File: src/logic/dgr_pkg.sv
package dgr_pkg;
    // ========================================================
    // Register offsets.
    localparam logic [7:0] ADDR_DEV_CFG   = 8'h02;
    localparam logic [7:0] ADDR_RANGE_LO  = 8'h1e;
    localparam logic [7:0] ADDR_RANGE_HI  = 8'h1f;
    localparam logic [7:0] ADDR_STATUS    = 8'h72;
    localparam logic [7:0] ADDR_PD_LO     = 8'hb2;
    localparam logic [7:0] ADDR_PD_HI     = 8'hb3;
    // ========================================================
    // Geometry and serial frame.
    localparam int         NUM_GROUPS     = 4;
    localparam int         NUM_DACS       = 16;
    localparam logic [4:0] FRAME_BITS     = 5'h18;
    localparam logic [4:0] HDR_BITS       = 5'h10;
    // ========================================================
    // Output range codes, two bits per group.
    localparam logic [1:0] RNG_POS5       = 2'h0;
    localparam logic [1:0] RNG_POS10      = 2'h1;
    localparam logic [1:0] RNG_NEG5       = 2'h2;
    localparam logic [1:0] RNG_NEG10      = 2'h3;
    // ========================================================
    // Reset values and detection settle count.
    localparam logic [7:0] CFG_RESET      = 8'h00;
    localparam logic [15:0] PD_RESET      = 16'hffff;
    localparam logic [7:0] RANGE_RESET    = 8'h00;
    localparam logic [1:0] DET_SETTLE     = 2'h3;
endpackage

File: src/logic/dgr_range_ctrl.sv
// Notes on behaviour
// - Sixteen DACs form four groups of four sharing range and clamp level.
// - Each group's range and clamp settings are independent of other groups.
// - After reset every DAC output is held at its group clamp level.
// - After reset data registers and data latches return to defaults.
// - Detection with supply below threshold selects the minus ten to zero range.
// - Detection with supply above threshold selects the zero to five range.
// - Detection results per group are readable in the general status register.
// - Writes to power-down or device configuration registers re-run detection.
// - Host may write any of four ranges per group through range registers.
// - Clamp level follows the group's negative supply pin only.
// - A positive range is accepted even with a negative clamp level.
`timescale 1ns/10ps
`default_nettype none
module dgr_range_ctrl
    import dgr_pkg::*;
(
    // Clock and reset.
    input  wire logic        CLK_IN,
    input  wire logic        RST_IN,
    // Serial register interface, mode 0.
    input  wire logic        SPI_CS_N_IN,
    input  wire logic        SPI_SCLK_IN,
    input  wire logic        SPI_SDI_IN,
    output logic             SPI_SDO_OUT,
    output logic             SPI_SDO_OE_N_OUT,
    // Per-group supply comparators, high when the negative supply is below threshold.
    input  wire logic [3:0]  GRP_BELOW_TH_IN,
    // DAC analog control.
    output logic [7:0]       GROUP_RANGE_OUT,
    output logic [3:0]       CLAMP_NEG_OUT,
    output logic [15:0]      DAC_CLAMP_OUT,
    output logic             DATA_DEFAULT_OUT
);
    // ========================================================
    // Pin synchronisers.
    logic [1:0]  cs_s;
    logic [2:0]  sclk_s;
    logic [1:0]  sdi_s;
    logic [3:0]  below_a;
    logic [3:0]  below_s;

    always_ff @(posedge CLK_IN) begin
        cs_s    <= {cs_s[0], SPI_CS_N_IN};
        sclk_s  <= {sclk_s[1:0], SPI_SCLK_IN};
        sdi_s   <= {sdi_s[0], SPI_SDI_IN};
        below_a <= GRP_BELOW_TH_IN;
        below_s <= below_a;
    end

    wire sclk_rise = sclk_s[1] & ~sclk_s[2];
    wire sclk_fall = ~sclk_s[1] & sclk_s[2];

    // ========================================================
    // Register state.
    logic [7:0]  dev_cfg;
    logic [7:0]  grp_range;
    logic [15:0] pd;
    logic [3:0]  status;
    logic [1:0]  det_cnt;
    logic [3:0]  clamp_neg;
    logic        data_def;
    logic [7:0]  next_dev_cfg;
    logic [7:0]  next_grp_range;
    logic [15:0] next_pd;
    logic [3:0]  next_status;
    logic [1:0]  next_det_cnt;
    logic [3:0]  next_clamp_neg;
    logic        next_data_def;

    // ========================================================
    // Serial frame engine.
    logic [4:0]  cnt;
    logic [22:0] rx;
    logic [7:0]  tx;
    logic        sdo_oe_n;
    logic        wr_stb;
    logic [7:0]  wa;
    logic [7:0]  wd;
    logic [4:0]  next_cnt;
    logic [22:0] next_rx;
    logic [7:0]  next_tx;
    logic        next_sdo_oe_n;
    logic        next_wr_stb;
    logic [7:0]  next_wa;
    logic [7:0]  next_wd;
    logic [7:0]  rd_addr;
    logic [7:0]  rd_data;

    always_comb begin
        rd_addr = {rx[6:0], sdi_s[1]};
        unique case (rd_addr)
            ADDR_DEV_CFG:  rd_data = dev_cfg;
            ADDR_RANGE_LO: rd_data = {4'h0, grp_range[3:0]};
            ADDR_RANGE_HI: rd_data = {4'h0, grp_range[7:4]};
            ADDR_STATUS:   rd_data = {4'h0, status};
            ADDR_PD_LO:    rd_data = pd[7:0];
            ADDR_PD_HI:    rd_data = pd[15:8];
            default:       rd_data = 8'h00;
        endcase
    end

    always_comb begin
        next_cnt      = cnt;
        next_rx       = rx;
        next_tx       = tx;
        next_sdo_oe_n = sdo_oe_n;
        next_wr_stb   = 1'b0;
        next_wa       = wa;
        next_wd       = wd;
        if (cs_s[1]) begin
            next_cnt      = 5'h00;
            next_sdo_oe_n = 1'b1;
        end else begin
            next_sdo_oe_n = 1'b0;
            if (sclk_rise) begin
                next_rx  = {rx[21:0], sdi_s[1]};
                // The count stops at a full frame so that long frames never write twice.
                if (cnt != FRAME_BITS) begin
                    next_cnt = cnt + 5'h01;
                end
                if (cnt == HDR_BITS - 5'h01) begin
                    next_tx = rx[14] ? rd_data : 8'h00;
                end
                if (cnt == FRAME_BITS - 5'h01) begin
                    next_wr_stb = ~rx[22];
                    next_wa     = rx[14:7];
                    next_wd     = {rx[6:0], sdi_s[1]};
                end
            end else if (sclk_fall && cnt > HDR_BITS) begin
                next_tx = {tx[6:0], 1'b0};
            end
        end
    end

    always_ff @(posedge CLK_IN) begin
        if (RST_IN) begin
            cnt      <= 5'h00;
            rx       <= 23'h000000;
            tx       <= 8'h00;
            sdo_oe_n <= 1'b1;
            wr_stb   <= 1'b0;
            wa       <= 8'h00;
            wd       <= 8'h00;
        end else begin
            cnt      <= next_cnt;
            rx       <= next_rx;
            tx       <= next_tx;
            sdo_oe_n <= next_sdo_oe_n;
            wr_stb   <= next_wr_stb;
            wa       <= next_wa;
            wd       <= next_wd;
        end
    end

    assign SPI_SDO_OUT      = tx[7];
    assign SPI_SDO_OE_N_OUT = sdo_oe_n;

    // ========================================================
    // Range, detection and clamp control.
    always_comb begin
        next_dev_cfg   = dev_cfg;
        next_grp_range = grp_range;
        next_pd        = pd;
        next_status    = status;
        next_det_cnt   = det_cnt;
        next_clamp_neg = below_s;
        next_data_def  = 1'b0;
        if (det_cnt != 2'h0) begin
            next_det_cnt = det_cnt - 2'h1;
        end
        // Each group is decided only by its own comparator.
        for (int g = 0; g < NUM_GROUPS; g++) begin
            if (det_cnt == 2'h1) begin
                next_status[g]         = below_s[g];
                next_grp_range[2*g +: 2] = below_s[g] ? RNG_NEG10 : RNG_POS5;
            end
        end
        // A host range write issued with detection still holds its value.
        if (wr_stb) begin
            unique case (wa)
                ADDR_DEV_CFG: begin
                    next_dev_cfg = wd;
                    next_det_cnt = DET_SETTLE;
                end
                ADDR_PD_LO: begin
                    next_pd[7:0] = wd;
                    next_det_cnt = DET_SETTLE;
                end
                ADDR_PD_HI: begin
                    next_pd[15:8] = wd;
                    next_det_cnt  = DET_SETTLE;
                end
                ADDR_RANGE_LO: next_grp_range[3:0] = wd[3:0];
                ADDR_RANGE_HI: next_grp_range[7:4] = wd[3:0];
                default: ;
            endcase
        end
    end

    always_ff @(posedge CLK_IN) begin
        if (RST_IN) begin
            dev_cfg   <= CFG_RESET;
            grp_range <= RANGE_RESET;
            pd        <= PD_RESET;
            status    <= 4'h0;
            det_cnt   <= DET_SETTLE;
            clamp_neg <= 4'h0;
            data_def  <= 1'b1;
        end else begin
            dev_cfg   <= next_dev_cfg;
            grp_range <= next_grp_range;
            pd        <= next_pd;
            status    <= next_status;
            det_cnt   <= next_det_cnt;
            clamp_neg <= next_clamp_neg;
            data_def  <= next_data_def;
        end
    end

    assign GROUP_RANGE_OUT  = grp_range;
    assign CLAMP_NEG_OUT    = clamp_neg;
    assign DAC_CLAMP_OUT    = pd;
    assign DATA_DEFAULT_OUT = data_def;
endmodule
`default_nettype wire
File: config.mk
export PLATFORM = sky130hd
export DESIGN_NAME = dgr_range_ctrl
export DESIGN_NICKNAME = d
export VERILOG_FILES = /design/src/logic/dgr_pkg.sv /design/src/logic/dgr_range_ctrl.sv
export SDC_FILE = /design/constraint.sdc
export NUM_CORES = 1
export LEC_CHECK = 0
export BUFFER_PORTS_ARGS = -buffer_cell sky130_fd_sc_hd__buf_2
export CORE_MARGIN = 10
export CORE_UTILIZATION = 60
export CTS_BUF_LIST = sky130_fd_sc_hd__clkbuf_2
export DETAILED_ROUTE_END_ITERATION = 16
export PLACE_DENSITY = 0.79
export RECOVER_POWER = 50
export SKIP_CTS_REPAIR_TIMING = 1
export SYNTH_ARGS = -nofsm -noshare
export SYNTH_HDL_FRONTEND = slang
export SYNTH_SLANG_ARGS = --single-unit
export TNS_END_PERCENT = 30
File: constraint.sdc
create_clock -name CLK_IN -period 2.2 [get_ports CLK_IN]
set_input_delay 0.44 -clock CLK_IN [delete_from_list [all_inputs] [get_ports CLK_IN]]
set_output_delay 0.44 -clock CLK_IN [all_outputs]
set_load 0.02 [all_outputs]
== Word level (Yosys, flattened, before mapping) ==
Cells that the tools add are included.

* Latch bits: 0
* Memories kept: 0
* ROM bits: 0
* Word-level logic and storage cells: 81
* Input port bits: 9
* Register bits: 112
* RAM bits: 0

* Mux-type cells: 21
* Eq/ne operators: 16
* $mul: 0
* Add/subtract/negate cells: 2
* Div/mod/pow operators: 0
* Shifts and indexed selects: 0
* Order comparisons: 1
* Bitwise gates (word level): 8
* Reductions and logical operators: 13

{| class="wikitable"
|+ Operators with widths
! kind !! count
|-
| 8-bit one-hot mux with 6 select lines || 1
|-
| 8-bit 2-to-1 mux || 5
|-
| 8-bit by 5-bit == test with 1-bit output, second input constant || 4
|-
| 8-bit == test, second input constant || 4
|-
| 2-bit 2-to-1 mux || 11
|-
| 8-bit by 2-bit == test with 1-bit output, second input constant || 2
|-
| 2-bit AND reduction || 5
|-
| 8-bit by 7-bit == test with 1-bit output, second input constant || 1
|-
| 4-bit 2-to-1 mux || 2
|-
| 1-bit inverter || 6
|-
| 3-bit AND reduction || 2
|-
| 5-bit by 1-bit adder with 5-bit output, second input constant || 1
|-
| 5-bit by 4-bit == test with 1-bit output, second input constant || 1
|-
| 5-bit == test, second input constant || 1
|-
| 5-bit greater-than comparator, second input constant || 1
|-
| 5-bit inequality test, second input constant || 1
|-
| 2-bit nonzero test || 2
|-
| 4-bit OR reduction || 1
|-
| 3-bit OR reduction || 1
|-
| 1-bit AND || 2
|-
| 2-bit by 1-bit == test with 1-bit output, second input constant || 1
|-
| 1-bit 2-to-1 mux || 2
|-
| 2-bit by 1-bit inequality test with 1-bit output, second input constant || 1
|-
| 2-bit OR reduction || 1
|-
| 2 further kinds || 2
|}

== Logic depth before layout (Yosys ltp) ==
* Depth in word-level cells: 5
* Mapped depth: 8

== Least setup slack after synthesis ==
Ideal clock, no wire load.

* Path type: reg2reg
* From: reg cnt[0]
* To: reg tx[0]
* Path slack: 0.277 ns
* Arrival: 1.863 ns
* Cell stages (with the launch flop): 8
* Period minus slack after synthesis: 1.923 ns
* Path through: dfxtp_1 -> inv_1 -> ha_1 -> nor2b_1 -> a211o_1 -> a21oi_1 -> nor2b_1 -> a32o_1

* Cells in the longest elaborated chain, start to end: 4
* Elaborated cells on any way between the ends: 6
* Classes of those cells: order compare: 1; eq/ne: 2; reduce/logical: 3

{| class="wikitable"
|+ RTL lines
! item !! RTL line !! text
|-
| start, declared || dgr_range_ctrl.sv:73 || <nowiki>logic [4:0] cnt;</nowiki>
|-
| start signal, assigned || dgr_range_ctrl.sv:146 || <nowiki>cnt <= next_cnt;</nowiki>
|-
| 5-bit greater-than comparator || dgr_range_ctrl.sv:130 || <nowiki>end else if (sclk_fall && cnt > HDR_BITS) begin</nowiki>
|-
| 1-bit logical AND || dgr_range_ctrl.sv:130 ||
|-
| 2-bit nonzero test (no source line) || - ||
|-
| 3-bit AND reduction (no source line) (*) || - ||
|-
| end signal, assigned || dgr_range_ctrl.sv:148 || <nowiki>tx <= next_tx;</nowiki>
|-
| end, declared || dgr_range_ctrl.sv:75 || <nowiki>logic [7:0] tx;</nowiki>
|}

Mark *: on every way between the ends. The rest lies on a longest branch, timed or not.
A chain may end at the register's enable or synchronous reset.

== Final worst setup path ==
* From: reg rx[0]
* To: reg tx[5]

* Cells in the longest elaborated chain, start to end: 5
* Elaborated cells on any way between the ends: 10
* Classes of those cells: eq/ne: 6; mux: 4

{| class="wikitable"
|+ RTL lines
! item !! RTL line !! text
|-
| start, declared || dgr_range_ctrl.sv:74 || <nowiki>logic [22:0] rx;</nowiki>
|-
| start signal, assigned || dgr_range_ctrl.sv:147 || <nowiki>rx <= next_rx;</nowiki>
|-
| 8-bit == test, or another cell as far along || dgr_range_ctrl.sv:92 || <nowiki>unique case (rd_addr)</nowiki>
|-
| 8-bit one-hot mux with 6 select lines (*) || dgr_range_ctrl.sv:92 ||
|-
| 8-bit 2-to-1 mux (*) || dgr_range_ctrl.sv:123 || <nowiki>next_tx = rx[14] ? rd_data : 8'h00;</nowiki>
|-
| 8-bit 2-to-1 mux (*) || dgr_range_ctrl.sv:122 || <nowiki>if (cnt == HDR_BITS - 5'h01) begin</nowiki>
|-
| 8-bit 2-to-1 mux (*) || dgr_range_ctrl.sv:116 || <nowiki>if (sclk_rise) begin</nowiki>
|}

Mark *: on every way between the ends. The rest lies on a longest branch, timed or not. The select of a mux whose other input is x is not followed.

==> results.ini <==
[layout]
area_growth_pct = 11.3
nets = 502
antenna_cells = 0
fillers = 539
final_cell_mix = 112 x dfxtp_1, 68 x nand2_1, 51 x nor2_1, 36 x a21oi_1, 28 x buf_2
utilization = 0.691
layout_commonest_cell = dfxtp_1
layout-drive-gt1-share = 0.147

[sta]
finalHoldViolCount = 0
max_freq_ghz = 0.510
period_share = 0.891
grt_setup_unrepaired = no
tightest_slew_ns = 0.946
relSlewSlack = 0.369
fin_tns_setup_ns = 0
hold_slack_ns = 0.348
setup_viol = 0
setup_slack_ns = 0.240
clock_skew_ns = 0.0253
drv_slew = 0
min_period_ns = 1.96

[setup_path]
critical-path-max-stage-delay_ns = 0.54
r2r_end = tx[5]
worst_ep_required_time_ns = 2.75
path_cells = or4b_4, nor3_4, o41ai_2, a2bb2oi_1, a211oi_1
r2r_cells = 5
critPathKind = flop to flop
cp-end-kind = flop
cp_slowest_cell = or4b_4
r2r_start = rx[0]
path_delay_family = simple AND/OR/NAND/NOR gates
r2r_slack_ns = 0.24
worst-path-buf-inv = 0
cp.arrival_ns = 2.51
cp_max_fo = 7
start_kind = flop

[run_status]
outcome = finished, final reports clean

[placed_design]
hpwl_um = 6600
gp_congestion = 0.941
preCtsSetupSlack_ns = 0.286
io_buffers = 39

[routing]
vias = 3379
post-route-drc-count = 0
antenna_left = 0
drt-wirelength-per-cell_um = 16.0
vias_per_cell = 5.72
dr.pass1.iters = 5
drt_wl_total_um = 9470
drt_iter0_drc = 229

[global_route]
grt_pass1_vias = 3108
grt-ovfl-total = 0
grt_pass1_wl_um = 16000
grt_max_degree = 50
antenna_found_initial = 0
grt_usage = 0.175

[clock_network]
cts_max_level = 3
cts.clk_slew.worst_paths_ns = 0.33
root_buffer = clkbuf_2
clock_path_buffers = 2
cts_tree = built
cts_buffers = 9
cts.sinks = 112
worstSkewPairLatency_ns = 0.60

[die]
die_height_um = 104
die_width_um = 104
num_rows = 30
start_util = 0.621
die_area_um2 = 10900
ioPinCount = 40
core_um2 = 6870

[yosys]
synth_enable_flop_cells = 0
ys_warn_count = 0
synth_area_um2 = 4270
synth_area_leaders = dfxtp_1 53%, nand2_1 6.0%, mux2i_1 5.9%, nor2_1 4.5%, a21oi_1 4.2%
synthCells = 446
ys_types = 43
yosys.area.top_type = dfxtp_1
avgSynthCellArea_um2 = 9.56
yosysTopAreaCellShare = 0.526
ys_seq_elements = 112
synth_nets = 458
seq_area_frac_synth = 0.526
synthArstFlopShare = 0
synth_flop_cell = dfxtp_1

[hold_path]
hold_class = flop to flop
hold_path_end = sclk_s[1]
min_path_cells = 0
hp-start = sclk_s[0]

[pwr]
peakVddDrop_mv = 0.580
p_per_area_nw_per_um2 = 680
total_leakage_power_nw = 1.79
power_mw = 3.23

[run]
maxCapViolCount = 0

synth_stat cells, drive strengths merged, types with 2 or more instances:
library cell,number
a22oi,6
clkbuf,20
nand2b,5
a32o,4
nor2,53
a211oi,12
xnor2,2
and3,8
and2,5
a2bb2oi,4
ha,3
inv,5
or4,2
mux2i,25
nand4,2
nand3,5
dfxtp,112
nand2,68
nor4b,2
nor2b,15
a211o,17
a222oi,5
buf,5
mux2,8
nor4,5
a21oi,36
cell families (layout without fill, tap and decap cells):
kind of cell,after synthesis,count (layout),synth area share
compound gates,88,88,0.147
xor+xnor,3,3,0.00616
fa+ha+maj,3,3,0.00880
buf+inv,30,79,0.0305
flops,112,112,0.526
mux,33,33,0.0798
simple gates,177,177,0.202
layer usage:
layer | vias to the layer above | GRT usage | share of wire
met5 | - | 0 | 0
met4 | 0 | 0.0606 | 0.022
met3 | 19 | 0.0527 | 0.071
met2 | 110 | 0.272 | 0.47
met1 | 1602 | 0.226 | 0.44
li1 | 1648 | - | -
state kept, by name (all words and copies together) (netlist names):
| signal | flops |
|---|---|
| rx | 23 |
| DAC_CLAMP_OUT | 16 |
| GROUP_RANGE_OUT | 8 |
| dev_cfg | 8 |
| tx | 8 |
| wa | 8 |
| wd | 8 |
| cnt | 5 |
| CLAMP_NEG_OUT | 4 |
| below_a | 4 |
| below_s | 4 |
| status | 4 |
| sclk_s | 3 |
| cs_s | 2 |
| det_cnt | 2 |
| sdi_s | 2 |
| DATA_DEFAULT_OUT | 1 |
| SPI_SDO_OE_N_OUT | 1 |
| wr_stb | 1 |
where the power goes:
part	switching [mW]	internal, mW
registers	0.0219	2.08
clock network	0.761	0.216
logic	0.0997	0.0539
cell type report:
| class | count | area, um^2 | share of cell area |
|---|---|---|---|
| clock inverters | 7 | 88.8 | 0.0187 |
| clock buffers | 9 | 45.0 | 0.00949 |
| multi-input cells | 304 | 1900 | 0.400 |
| repair buffers | 58 | 334 | 0.0704 |
| inverters | 5 | 18.8 | 0.00395 |
| well taps | 96 | 120 | 0.0253 |
| flip-flops and latches | 112 | 2240 | 0.472 |
metrics by stage:
step | area (um^2) | std cells
2_1_floorplan | 4270 | 446
3_3_place_gp | 4560 | 567
3_5_place_dp | 4560 | 567
4_1_cts | 4690 | 583
5_1_grt | 4750 | 591
6_report | 4750 | 591
how the worst max path moves through the flow:
stage,start,cells past startpoint,to
after global routing,rx[0],5,tx[7]
final,rx[0],5,tx[5]
after detailed placement,wa[6],5,DAC_CLAMP_OUT[5]
after global placement,wa[6],5,DAC_CLAMP_OUT[3]
after CTS,wa[6],5,DAC_CLAMP_OUT[7]
after floorplan,cnt[0],7,tx[0]
worst reg2reg max path, cell delays in order (launching register included):
cell       delay (ns)
dfxtp_1          0.51
or4b_4           0.54
nor3_4           0.31
o41ai_2          0.16
a2bb2oi_1        0.16
a211oi_1         0.24
Note: power is estimated with default switching activity, not from simulation.
